--- config.mk ---
export PLATFORM = sky130hd
export DESIGN_NAME = timer16_core
export DESIGN_NICKNAME = d
export VERILOG_FILES = /design/src/hdl/timer16_pkg.sv /design/src/hdl/timer16_ctc.sv /design/src/hdl/timer16_prescaler.sv /design/src/hdl/timer16_compare_channel.sv
export VERILOG_INCLUDE_DIRS = /design/src /design/src/hdl
export SDC_FILE = /design/constraint.sdc
export NUM_CORES = 1
export LEC_CHECK = 0
export ABC_CLOCK_PERIOD_IN_PS = 3200
export BUFFER_PORTS_ARGS = -buffer_cell sky130_fd_sc_hd__buf_2
export CAP_MARGIN = 20
export CORE_ASPECT_RATIO = 0.7
export CORE_MARGIN = 2
export CORE_UTILIZATION = 30
export DETAILED_ROUTE_END_ITERATION = 8
export PLACE_DENSITY = 0.48
export RECOVER_POWER = 50
export SETUP_SLACK_MARGIN = 0.1
export SLEW_MARGIN = 20
export SYNTH_ARGS = -nofsm -noshare
export SYNTH_HDL_FRONTEND = slang
export SYNTH_SLANG_ARGS = --single-unit
--- constraint.sdc ---
create_clock -name aclk -period 3.2 [get_ports aclk]
set_input_delay 0.32 -clock aclk [delete_from_list [all_inputs] [get_ports aclk]]
set_output_delay 0.32 -clock aclk [all_outputs]
set_load 0.005 [all_outputs]
--- src/hdl/timer16_defines.svh ---
// Register offsets, field positions, reset values and prescaler masks
`ifndef TIMER16_DEFINES_SVH
`define TIMER16_DEFINES_SVH

`define OFS_CTRL      8'h00
`define OFS_CMODE     8'h04
`define OFS_FORCE     8'h08
`define OFS_COUNT     8'h0C
`define OFS_CMP_A     8'h10
`define OFS_CMP_B     8'h14
`define OFS_CAP_TOP   8'h18
`define OFS_STATUS    8'h1C
`define OFS_PORT      8'h20

`define CTRL_WGM_LSB  0
`define CTRL_CSEL_LSB 4
`define STS_OVF_BIT   0
`define STS_MFA_BIT   1
`define STS_MFB_BIT   2
`define PORT_DIR_LSB  2
`define PORT_OC_LSB   4

`define RST_WORD16    16'h0000
`define CNT_MAX       16'hFFFF
`define TOP_FIX8      16'h00FF
`define TOP_FIX9      16'h01FF
`define TOP_FIX10     16'h03FF

`define WGM_NORMAL    4'h0
`define WGM_CLR_A     4'h4
`define WGM_CLR_CAP   4'hC

`define DIV1_MASK     10'h000
`define DIV8_MASK     10'h007
`define DIV64_MASK    10'h03F
`define DIV256_MASK   10'h0FF
`define DIV1024_MASK  10'h3FF

`define RESP_OKAY     2'h0
`define RESP_SLVERR   2'h2

`endif

--- src/hdl/timer16_pkg.sv ---
// Types shared by the timer and its compare channels
package timer16_pkg;

    typedef enum logic [1:0] {
        CM_OFF    = 2'h0,
        CM_TOGGLE = 2'h1,
        CM_CLEAR  = 2'h2,
        CM_SET    = 2'h3
    } cmode_t;

    typedef struct packed {
        logic [9:0] div;
        logic       tick;
    } pre_t;

    typedef struct packed {
        logic oc;
        logic pin;
        logic oe_n;
    } chan_t;

    typedef struct packed {
        logic        aw_have;
        logic [7:0]  aw_addr;
        logic        w_have;
        logic [31:0] w_data;
        logic [3:0]  w_strb;
        logic        bvalid;
        logic [1:0]  bresp;
        logic        rvalid;
        logic [31:0] rdata;
        logic [1:0]  rresp;
        logic [3:0]  wgm;
        logic [2:0]  csel;
        logic [3:0]  cmode;
        logic [15:0] cnt;
        logic [15:0] cmp_a;
        logic [15:0] cmp_b;
        logic [15:0] cap_top;
        logic [1:0]  port_data;
        logic [1:0]  pin_dir;
        logic        ovf;
        logic        mf_a;
        logic        mf_b;
        logic        block;
    } regs_t;

endpackage : timer16_pkg

--- src/hdl/timer16_ctc.sv ---
// 16-bit timer with compare outputs, normal and clear-on-match modes
`timescale 1ns/1ps
`default_nettype none
`include "timer16_defines.svh"
module timer16_core (
    // Clock and reset
    input  wire logic        aclk,
    input  wire logic        aresetn,
    // AXI4-Lite write address
    input  wire logic [7:0]  s_axi_awaddr,
    input  wire logic        s_axi_awvalid,
    output logic             s_axi_awready,
    // AXI4-Lite write data
    input  wire logic [31:0] s_axi_wdata,
    input  wire logic [3:0]  s_axi_wstrb,
    input  wire logic        s_axi_wvalid,
    output logic             s_axi_wready,
    // AXI4-Lite write response
    output logic [1:0]       s_axi_bresp,
    output logic             s_axi_bvalid,
    input  wire logic        s_axi_bready,
    // AXI4-Lite read address
    input  wire logic [7:0]  s_axi_araddr,
    input  wire logic        s_axi_arvalid,
    output logic             s_axi_arready,
    // AXI4-Lite read data
    output logic [31:0]      s_axi_rdata,
    output logic [1:0]       s_axi_rresp,
    output logic             s_axi_rvalid,
    input  wire logic        s_axi_rready,
    // Compare output pins, A in bit 0, B in bit 1
    output logic [1:0]       pin_out,
    output logic [1:0]       pin_oe_n
);
    import timer16_pkg::*;

    regs_t       r_q;
    regs_t       r_d;
    logic        tick;
    logic        do_wr;
    logic        cnt_wr;
    logic        sts_wr;
    logic [31:0] sts_clr;
    logic [1:0]  force_cmp;
    logic [1:0]  match;
    logic [1:0]  oc_state;
    logic        pwm;
    logic        at_top;
    logic        bottom;
    logic [15:0] top;
    logic [15:0] cmp [2];

    // ****************************************************************
    // Helpers
    // ****************************************************************
    function automatic logic [31:0] merge(input logic [31:0] old,
                                          input logic [31:0] data,
                                          input logic [3:0]  strb);
        logic [31:0] res;
        res = old;
        for (int i = 0; i < 4; i++) begin
            if (strb[i]) begin
                res[i*8 +: 8] = data[i*8 +: 8];
            end
        end
        return res;
    endfunction : merge

    function automatic logic mapped(input logic [7:0] a);
        return (a[1:0] == 2'h0) && (a <= `OFS_PORT);
    endfunction : mapped

    // ****************************************************************
    // Counting: waveform mode, top and register write decodes
    // ****************************************************************
    always_comb begin
        unique case (r_q.wgm)
            4'h1, 4'h5: top = `TOP_FIX8;
            4'h2, 4'h6: top = `TOP_FIX9;
            4'h3, 4'h7: top = `TOP_FIX10;
            4'h4, 4'h9, 4'hB, 4'hF: top = r_q.cmp_a;
            4'h8, 4'hA, 4'hC, 4'hE: top = r_q.cap_top;
            default: top = `CNT_MAX;
        endcase
    end

    assign pwm    = (r_q.wgm != `WGM_NORMAL) && (r_q.wgm != `WGM_CLR_A)
                    && (r_q.wgm != `WGM_CLR_CAP);
    assign at_top = (r_q.cnt == top);
    assign cmp[0] = r_q.cmp_a;
    assign cmp[1] = r_q.cmp_b;
    assign bottom = pwm && tick && at_top && !r_q.block;
    assign do_wr  = r_q.aw_have && r_q.w_have && !r_q.bvalid;
    assign cnt_wr = do_wr && (r_q.aw_addr == `OFS_COUNT);
    assign sts_wr = do_wr && (r_q.aw_addr == `OFS_STATUS);
    assign sts_clr = sts_wr ? (r_q.w_data & {29'h0, {3{r_q.w_strb[0]}}})
                            : 32'h0000_0000;

    // ****************************************************************
    // Compare channels
    // ****************************************************************
    genvar ch;
    generate
        for (ch = 0; ch < 2; ch++) begin : g_ch
            assign match[ch] = tick && !r_q.block
                               && (r_q.cnt == cmp[ch]);
            assign force_cmp[ch] = do_wr && !pwm
                                   && (r_q.aw_addr == `OFS_FORCE)
                                   && r_q.w_strb[0] && r_q.w_data[ch];
            timer16_compare_channel u_ch (
                .aclk      (aclk),
                .aresetn   (aresetn),
                .mode      (cmode_t'(r_q.cmode[ch*2 +: 2])),
                .pwm       (pwm),
                .match     (match[ch]),
                .bottom    (bottom),
                .force_cmp (force_cmp[ch]),
                .port_data (r_q.port_data[ch]),
                .pin_dir   (r_q.pin_dir[ch]),
                .oc_state  (oc_state[ch]),
                .pin_out   (pin_out[ch]),
                .pin_oe_n  (pin_oe_n[ch])
            );
        end
    endgenerate

    timer16_prescaler u_pre (
        .aclk    (aclk),
        .aresetn (aresetn),
        .clk_sel (r_q.csel),
        .tick    (tick)
    );

    // ****************************************************************
    // Next state
    // ****************************************************************
    always_comb begin
        logic [31:0] v;
        v   = 32'h0000_0000;
        r_d = r_q;
        // Counter; a software write wins over the tick
        if (cnt_wr) begin
            v = merge({16'h0000, r_q.cnt}, r_q.w_data, r_q.w_strb);
            r_d.cnt = v[15:0];
        end else if (tick) begin
            if (at_top && !r_q.block) begin
                r_d.cnt = `RST_WORD16;
            end else begin
                r_d.cnt = r_q.cnt + 16'h0001;
            end
        end
        // Matches in the tick after a counter write are dropped
        if (cnt_wr) begin
            r_d.block = 1'b1;
        end else if (tick) begin
            r_d.block = 1'b0;
        end
        // Sticky flags, set wins over a write-one clear
        if (sts_clr[`STS_OVF_BIT]) begin
            r_d.ovf = 1'b0;
        end
        if (sts_clr[`STS_MFA_BIT]) begin
            r_d.mf_a = 1'b0;
        end
        if (sts_clr[`STS_MFB_BIT]) begin
            r_d.mf_b = 1'b0;
        end
        if (tick && !cnt_wr && (pwm ? (at_top && !r_q.block)
                                    : (r_q.cnt == `CNT_MAX))) begin
            r_d.ovf = 1'b1;
        end
        if (match[0]) begin
            r_d.mf_a = 1'b1;
        end
        if (match[1]) begin
            r_d.mf_b = 1'b1;
        end
        // Register writes
        if (do_wr) begin
            r_d.aw_have = 1'b0;
            r_d.w_have  = 1'b0;
            r_d.bvalid  = 1'b1;
            r_d.bresp   = mapped(r_q.aw_addr) ? `RESP_OKAY : `RESP_SLVERR;
            v = merge(32'h0000_0000, r_q.w_data, r_q.w_strb);
            unique case (r_q.aw_addr)
                `OFS_CTRL: begin
                    r_d.wgm  = v[`CTRL_WGM_LSB +: 4];
                    r_d.csel = v[`CTRL_CSEL_LSB +: 3];
                end
                `OFS_CMODE: r_d.cmode = v[3:0];
                `OFS_CMP_A: r_d.cmp_a = v[15:0] | (r_q.cmp_a
                                    & {{8{!r_q.w_strb[1]}},
                                       {8{!r_q.w_strb[0]}}});
                `OFS_CMP_B: r_d.cmp_b = v[15:0] | (r_q.cmp_b
                                    & {{8{!r_q.w_strb[1]}},
                                       {8{!r_q.w_strb[0]}}});
                `OFS_CAP_TOP: r_d.cap_top = v[15:0] | (r_q.cap_top
                                    & {{8{!r_q.w_strb[1]}},
                                       {8{!r_q.w_strb[0]}}});
                `OFS_PORT: begin
                    if (r_q.w_strb[0]) begin
                        r_d.port_data = v[1:0];
                        r_d.pin_dir   = v[`PORT_DIR_LSB +: 2];
                    end
                end
                default: begin
                end
            endcase
        end
        if (r_q.bvalid && s_axi_bready) begin
            r_d.bvalid = 1'b0;
        end
        if (s_axi_awvalid && !r_q.aw_have) begin
            r_d.aw_have = 1'b1;
            r_d.aw_addr = s_axi_awaddr;
        end
        if (s_axi_wvalid && !r_q.w_have) begin
            r_d.w_have = 1'b1;
            r_d.w_data = s_axi_wdata;
            r_d.w_strb = s_axi_wstrb;
        end
        // Register reads
        if (r_q.rvalid && s_axi_rready) begin
            r_d.rvalid = 1'b0;
        end
        if (s_axi_arvalid && !r_q.rvalid) begin
            r_d.rvalid = 1'b1;
            r_d.rresp  = mapped(s_axi_araddr) ? `RESP_OKAY : `RESP_SLVERR;
            unique case (s_axi_araddr)
                `OFS_CTRL:    r_d.rdata = {25'h0, r_q.csel, r_q.wgm};
                `OFS_CMODE:   r_d.rdata = {28'h0, r_q.cmode};
                `OFS_COUNT:   r_d.rdata = {16'h0, r_q.cnt};
                `OFS_CMP_A:   r_d.rdata = {16'h0, r_q.cmp_a};
                `OFS_CMP_B:   r_d.rdata = {16'h0, r_q.cmp_b};
                `OFS_CAP_TOP: r_d.rdata = {16'h0, r_q.cap_top};
                `OFS_STATUS:  r_d.rdata = {29'h0, r_q.mf_b, r_q.mf_a,
                                           r_q.ovf};
                `OFS_PORT:    r_d.rdata = {26'h0, oc_state, r_q.pin_dir,
                                           r_q.port_data};
                default:      r_d.rdata = 32'h0000_0000;
            endcase
        end
    end

    always_ff @(posedge aclk) begin
        if (!aresetn) begin
            r_q <= '0;
        end else begin
            r_q <= r_d;
        end
    end

    // ****************************************************************
    // Bus outputs
    // ****************************************************************
    assign s_axi_awready = !r_q.aw_have;
    assign s_axi_wready  = !r_q.w_have;
    assign s_axi_bvalid  = r_q.bvalid;
    assign s_axi_bresp   = r_q.bresp;
    assign s_axi_arready = !r_q.rvalid;
    assign s_axi_rvalid  = r_q.rvalid;
    assign s_axi_rdata   = r_q.rdata;
    assign s_axi_rresp   = r_q.rresp;
endmodule : timer16_core
`default_nettype wire

--- src/hdl/timer16_prescaler.sv ---
// Timer clock enable from a free-running system clock divider
`timescale 1ns/1ps
`default_nettype none
`include "timer16_defines.svh"
module timer16_prescaler (
    // Clock and reset
    input  wire logic       aclk,
    input  wire logic       aresetn,
    // Clock select: 0 stopped, 1..5 divide by 1, 8, 64, 256, 1024
    input  wire logic [2:0] clk_sel,
    // Timer clock enable
    output logic            tick
);
    import timer16_pkg::*;

    pre_t s_q;
    pre_t s_d;
    logic [9:0] mask;

    always_comb begin
        s_d = s_q;
        unique case (clk_sel)
            3'h1: mask = `DIV1_MASK;
            3'h2: mask = `DIV8_MASK;
            3'h3: mask = `DIV64_MASK;
            3'h4: mask = `DIV256_MASK;
            default: mask = `DIV1024_MASK;
        endcase
        s_d.div  = s_q.div + 10'h001;
        s_d.tick = (clk_sel >= 3'h1) && (clk_sel <= 3'h5)
                   && ((s_q.div & mask) == mask);
    end

    always_ff @(posedge aclk) begin
        if (!aresetn) begin
            s_q <= '0;
        end else begin
            s_q <= s_d;
        end
    end

    assign tick = s_q.tick;

endmodule : timer16_prescaler
`default_nettype wire

--- src/hdl/timer16_compare_channel.sv ---
// One compare output channel: output state and pin override
`timescale 1ns/1ps
`default_nettype none
module timer16_compare_channel (
    // Clock and reset
    input  wire logic                   aclk,
    input  wire logic                   aresetn,
    // Channel control
    input  wire timer16_pkg::cmode_t    mode,
    input  wire logic                   pwm,
    input  wire logic                   match,
    input  wire logic                   bottom,
    input  wire logic                   force_cmp,
    // Port
    input  wire logic                   port_data,
    input  wire logic                   pin_dir,
    output logic                        oc_state,
    output logic                        pin_out,
    output logic                        pin_oe_n
);
    import timer16_pkg::*;

    chan_t s_q;
    chan_t s_d;

    always_comb begin
        s_d = s_q;
        if (!pwm) begin
            if (match || force_cmp) begin
                unique case (mode)
                    CM_OFF:    s_d.oc = s_q.oc;
                    CM_TOGGLE: s_d.oc = !s_q.oc;
                    CM_CLEAR:  s_d.oc = 1'b0;
                    CM_SET:    s_d.oc = 1'b1;
                endcase
            end
        end else begin
            // Bottom wins so compare equal to top gives a flat level
            if (mode == CM_CLEAR) begin
                if (bottom) begin
                    s_d.oc = 1'b1;
                end else if (match) begin
                    s_d.oc = 1'b0;
                end
            end else if (mode == CM_SET) begin
                if (bottom) begin
                    s_d.oc = 1'b0;
                end else if (match) begin
                    s_d.oc = 1'b1;
                end
            end
        end
        s_d.pin  = (mode != CM_OFF) ? s_d.oc : port_data;
        s_d.oe_n = !pin_dir;
    end

    always_ff @(posedge aclk) begin
        if (!aresetn) begin
            s_q <= '0;
        end else begin
            s_q <= s_d;
        end
    end

    assign oc_state = s_q.oc;
    assign pin_out  = s_q.pin;
    assign pin_oe_n = s_q.oe_n;
endmodule : timer16_compare_channel
`default_nettype wire

==> qor.log <==
[synth] commonest cells in the synthesized netlist dfxtp_1 (148), nand2_1 (93), nor2b_1 (74)
[final_layout] share of cells above drive strength 1 0.128
[synth] fraction of the mapped netlist area in compound gates 0.174
[synth] number of storage elements in the synthesis netlist 148
[sta] highest achievable clock rate 0.362 GHz
[clock_tree] later-pin clock latency in the skew report 0.44 ns
[final_layout] fillcell total 2850
[synth] most frequently used cell type in the post-synthesis netlist dfxtp_1
[floorplan] initial core utilization 0.303
[placement] placed cells 1334
[floorplan] top-level port count 104
[synth] xor-xnor portion of the synthesized cell area 0.0621
[clock_tree] largest buffer count on any clock path 2
[critical_path] Reg2Reg Setup Slack 0.43 ns
[critical_path] critical path endpoint category flip-flop
[clock_tree] H-tree depth 4
[drt] vias per cell 5.11
[critical_path] worst setup path start r_q[80]
[floorplan] die height 141 µm
[critical_path] kind of start point of the critical path flip-flop
[synth] synthesized-area fraction occupied by and/or/nand/nor cells 0.232
[worst_hold_path] class of the most critical hold timing path in -> reg
[final_layout] count of nets after finishing 1050
[synth] fraction of the mapped netlist area in adder cells 0.00311
[job] number of max-cap violations 1
[clock_tree] TritonCTS clock tree built
[synth] largest family of logic cells by synthesized area simple AND/OR/NAND/NOR gates
[floorplan] number of cell rows 50
[status] run status finished, violations left
[floorplan] Die Span X 200 µm
[critical_path] CP Data Required Time 3.52 ns
[placement] dpl hpwl 19500 µm
[clock_tree] count of clock tree sinks 148
[critical_path] crit path DAT 3.08 ns
[clock_tree] clock buffer count from CTS 17
[critical_path] endpoint of the most critical setup path r_q[64]
[sta] Final Setup Violations 0
[drt] via total after detailed routing 6984
[synth] top cell type by total area after synthesis dfxtp_1
[status] violations in the final reports capacitance limit, slew limit
[drt] routed length per instance 19.1 µm
[synth] share of Yosys cell area claimed by the top area cell type 0.369
[drt] Routed Antenna Nets 0
[sta] final-report hold violation count 0
[synth] ys flop type dfxtp_1
[critical_path] startpoint of the most critical register-to-register path r_q[80]
[critical_path] CP Max Fanout 9
[final_layout] Final Cell Area 0.00922 mm²
[sta] Max-slew headroom -0.702
[pwr] Max IR drop VDD 398 µV
[synth] area of the mapped netlist 0.00803 mm²
[pwr] power per unit of standard cell area 462 mW/mm²
[floorplan] core area 0.0265 mm²
[sta] slew at the pin closest to its max-slew limit 2.55 ns
[grt] initial antenna violation count 0
[floorplan] die footprint 0.0281 mm²
[final_layout] non-filler cells, final 1366
[placement] Buffers on Ports 67
[sta] setup TNS after final layout 0 ns
[clock_tree] post-CTS sizing 0
[sta] post-route worst hold slack 0.132 ns
[clock_tree] Clock Pin Slew Worst Setup and Hold Paths 0.07 ns
[grt] first-pass GRT wire length 39300 µm
[synth] Gate Count Post-Synth 950
[sta] Worst Skew 0.00872 ns
[synth] number of enable flip-flop cells after synthesis 0
[placement] standard cell area after detailed placement 0.00864 mm²
[drt] drt pass-1 iters 8
[final_layout] Layout Area Growth over Synthesis 14.8%
[sta] final cycle utilization of the critical path 0.864
[synth] proportion of synthesized chip area in sequential cells 0.369
[sta] RSZ-0062 raised after global routing no
[clock_tree] Post-CTS Setup Repair Bufs 0
[synth] mean instance size in the synthesized netlist 8.46 µm²
[synth] library cells used by synthesis 67
[sta] min cycle time layout 2.77 ns
[grt] total routing usage reported by global routing 0.188
[synth] top cells by area, synth dfxtp_1 (37%), mux2i_1 (8.1%), nor2b_1 (5.8%)
[sta] Max Slew Vio Count 64
[grt] total congestion overflow after global routing 0
[final_layout] total inserted antenna cells 0
[placement] RD Place Congestion 0.914
[synth] multiplexer fraction of the synthesized cell area 0.0824
[drt] total wire length 26100 µm
[critical_path] startpoint-to-endpoint class of the critical path reg -> reg
[pwr] cell leakage power 3.24 nW
[synth] share of flip-flops with an asynchronous set or reset after synthesis 0
[grt] via count of the first global-routing pass 6267
[grt] maximum number of pins on one net before global-route repair 65
[critical_path] number of cell instances on the worst register-to-register path 11
[critical_path] RR Endpoint r_q[64]
[clock_tree] root buffer selected by CTS clkbuf_16
[drt] detailed-route DRC error count 0
[synth] count of yosys warnings during synthesis 0
[drt] First DRT Iteration DRCs 751
[clock_tree] hold buffer count at CTS 0
cell usage in the layout (no fill, tap or decap), types with 5 or more instances in the layout:
cell type	Yosys	routed
a21boi_0	29	29
a21oi_1	40	40
a222oi_1	18	18
a22oi_1	10	10
and2_0	0	5
and2_1	25	20
and3_1	12	12
buf_2	7	50
buf_4	41	34
clkbuf_1	48	18
clkbuf_16	0	17
conb_1	1	18
dfxtp_1	148	148
inv_1	16	16
mux2i_1	65	65
nand2_1	93	93
nand2b_1	6	6
nand3_1	33	33
nand4_1	13	13
nor2_1	38	38
nor2b_1	74	73
nor3_1	21	21
nor4_1	11	11
o21a_1	11	11
o21ai_0	48	48
o221ai_1	10	10
o22ai_1	5	5
or3_1	8	8
xnor2_1	42	42
xor2_1	15	15
logic make-up (layout without fill, tap and decap cells):
kind of cell | count (synthesis) | count (layout)
simple gates | 354 | 354
compound gates | 205 | 205
flops | 148 | 148
buf+inv | 117 | 152
mux | 66 | 66
xor+xnor | 57 | 57
fa+ha+maj | 2 | 2
other cells | 1 | 18
per-stage QoR:
| step | setup slack [ns] | power, W | utilization |
|---|---|---|---|
| after detailed placement | 0.249 | 0.00222 | 0.326 |
| after global placement | 0.266 | 0.00221 | 0.325 |
| after global routing | 0.253 | 0.00442 | 0.348 |
| final | 0.435 | 0.00426 | 0.348 |
| after CTS | 0.246 | 0.00430 | 0.348 |
| after floorplan | 0.826 | 0.00214 | - |
cell type report:
| class | count | area (µm²) | share of cell area |
|---|---|---|---|
| clock inverters | 10 | 121 | 0.0132 |
| repair buffers | 103 | 609 | 0.0661 |
| clock buffers | 22 | 484 | 0.0525 |
| multi-input cells | 702 | 4530 | 0.491 |
| flip-flops and latches | 148 | 2960 | 0.321 |
| well taps | 364 | 455 | 0.0494 |
| inverters | 17 | 63.8 | 0.00692 |
critical path, stage by stage, from the launching register on:
cell     delay [ns]
dfxtp_1        0.34
buf_4          0.16
or3_1          0.41
nand2_1        0.20
a22oi_1        0.13
xnor2_1        0.18
nor4_1         0.34
nand4_2        0.23
nor2_4         0.25
buf_12         0.16
nor3_1         0.05
o21a_1         0.19
per-layer routing:
layer,vias to the layer above,wire length (µm),part of all wire,track usage
li1,3378,-,-,-
met1,3300,14200,0.55,0.314
met3,16,2650,0.10,0.0608
met4,0,148,0.0057,0.0355
met2,290,9050,0.35,0.220
met5,-,0,0,0
worst min-delay path by stage:
stage | start | endpoint | slack (ns) | cells past startpoint
after floorplan | u_pre.s_q[1] | u_pre.s_q[1] | 0.41 | 1
after global placement | u_pre.s_q[1] | u_pre.s_q[1] | 0.43 | 1
after detailed placement | u_pre.s_q[1] | u_pre.s_q[1] | 0.44 | 1
after CTS | s_axi_wdata[4] | r_q[129] | 0.11 | 3
after global routing | s_axi_arvalid | s_axi_rvalid | 0.13 | 2
final | s_axi_wdata[13] | r_q[138] | 0.13 | 3
power by group:
| part | switching, W | total, W | leakage (nW) | internal, W |
|---|---|---|---|---|
| sequential | 0.0000523 | 0.00194 | 1.20 | 0.00189 |
| combinational | 0.000138 | 0.000239 | 1.75 | 0.000101 |
| clock | 0.000852 | 0.00209 | 0.285 | 0.00124 |
No activity file was read; power rests on OpenSTA's default activity.
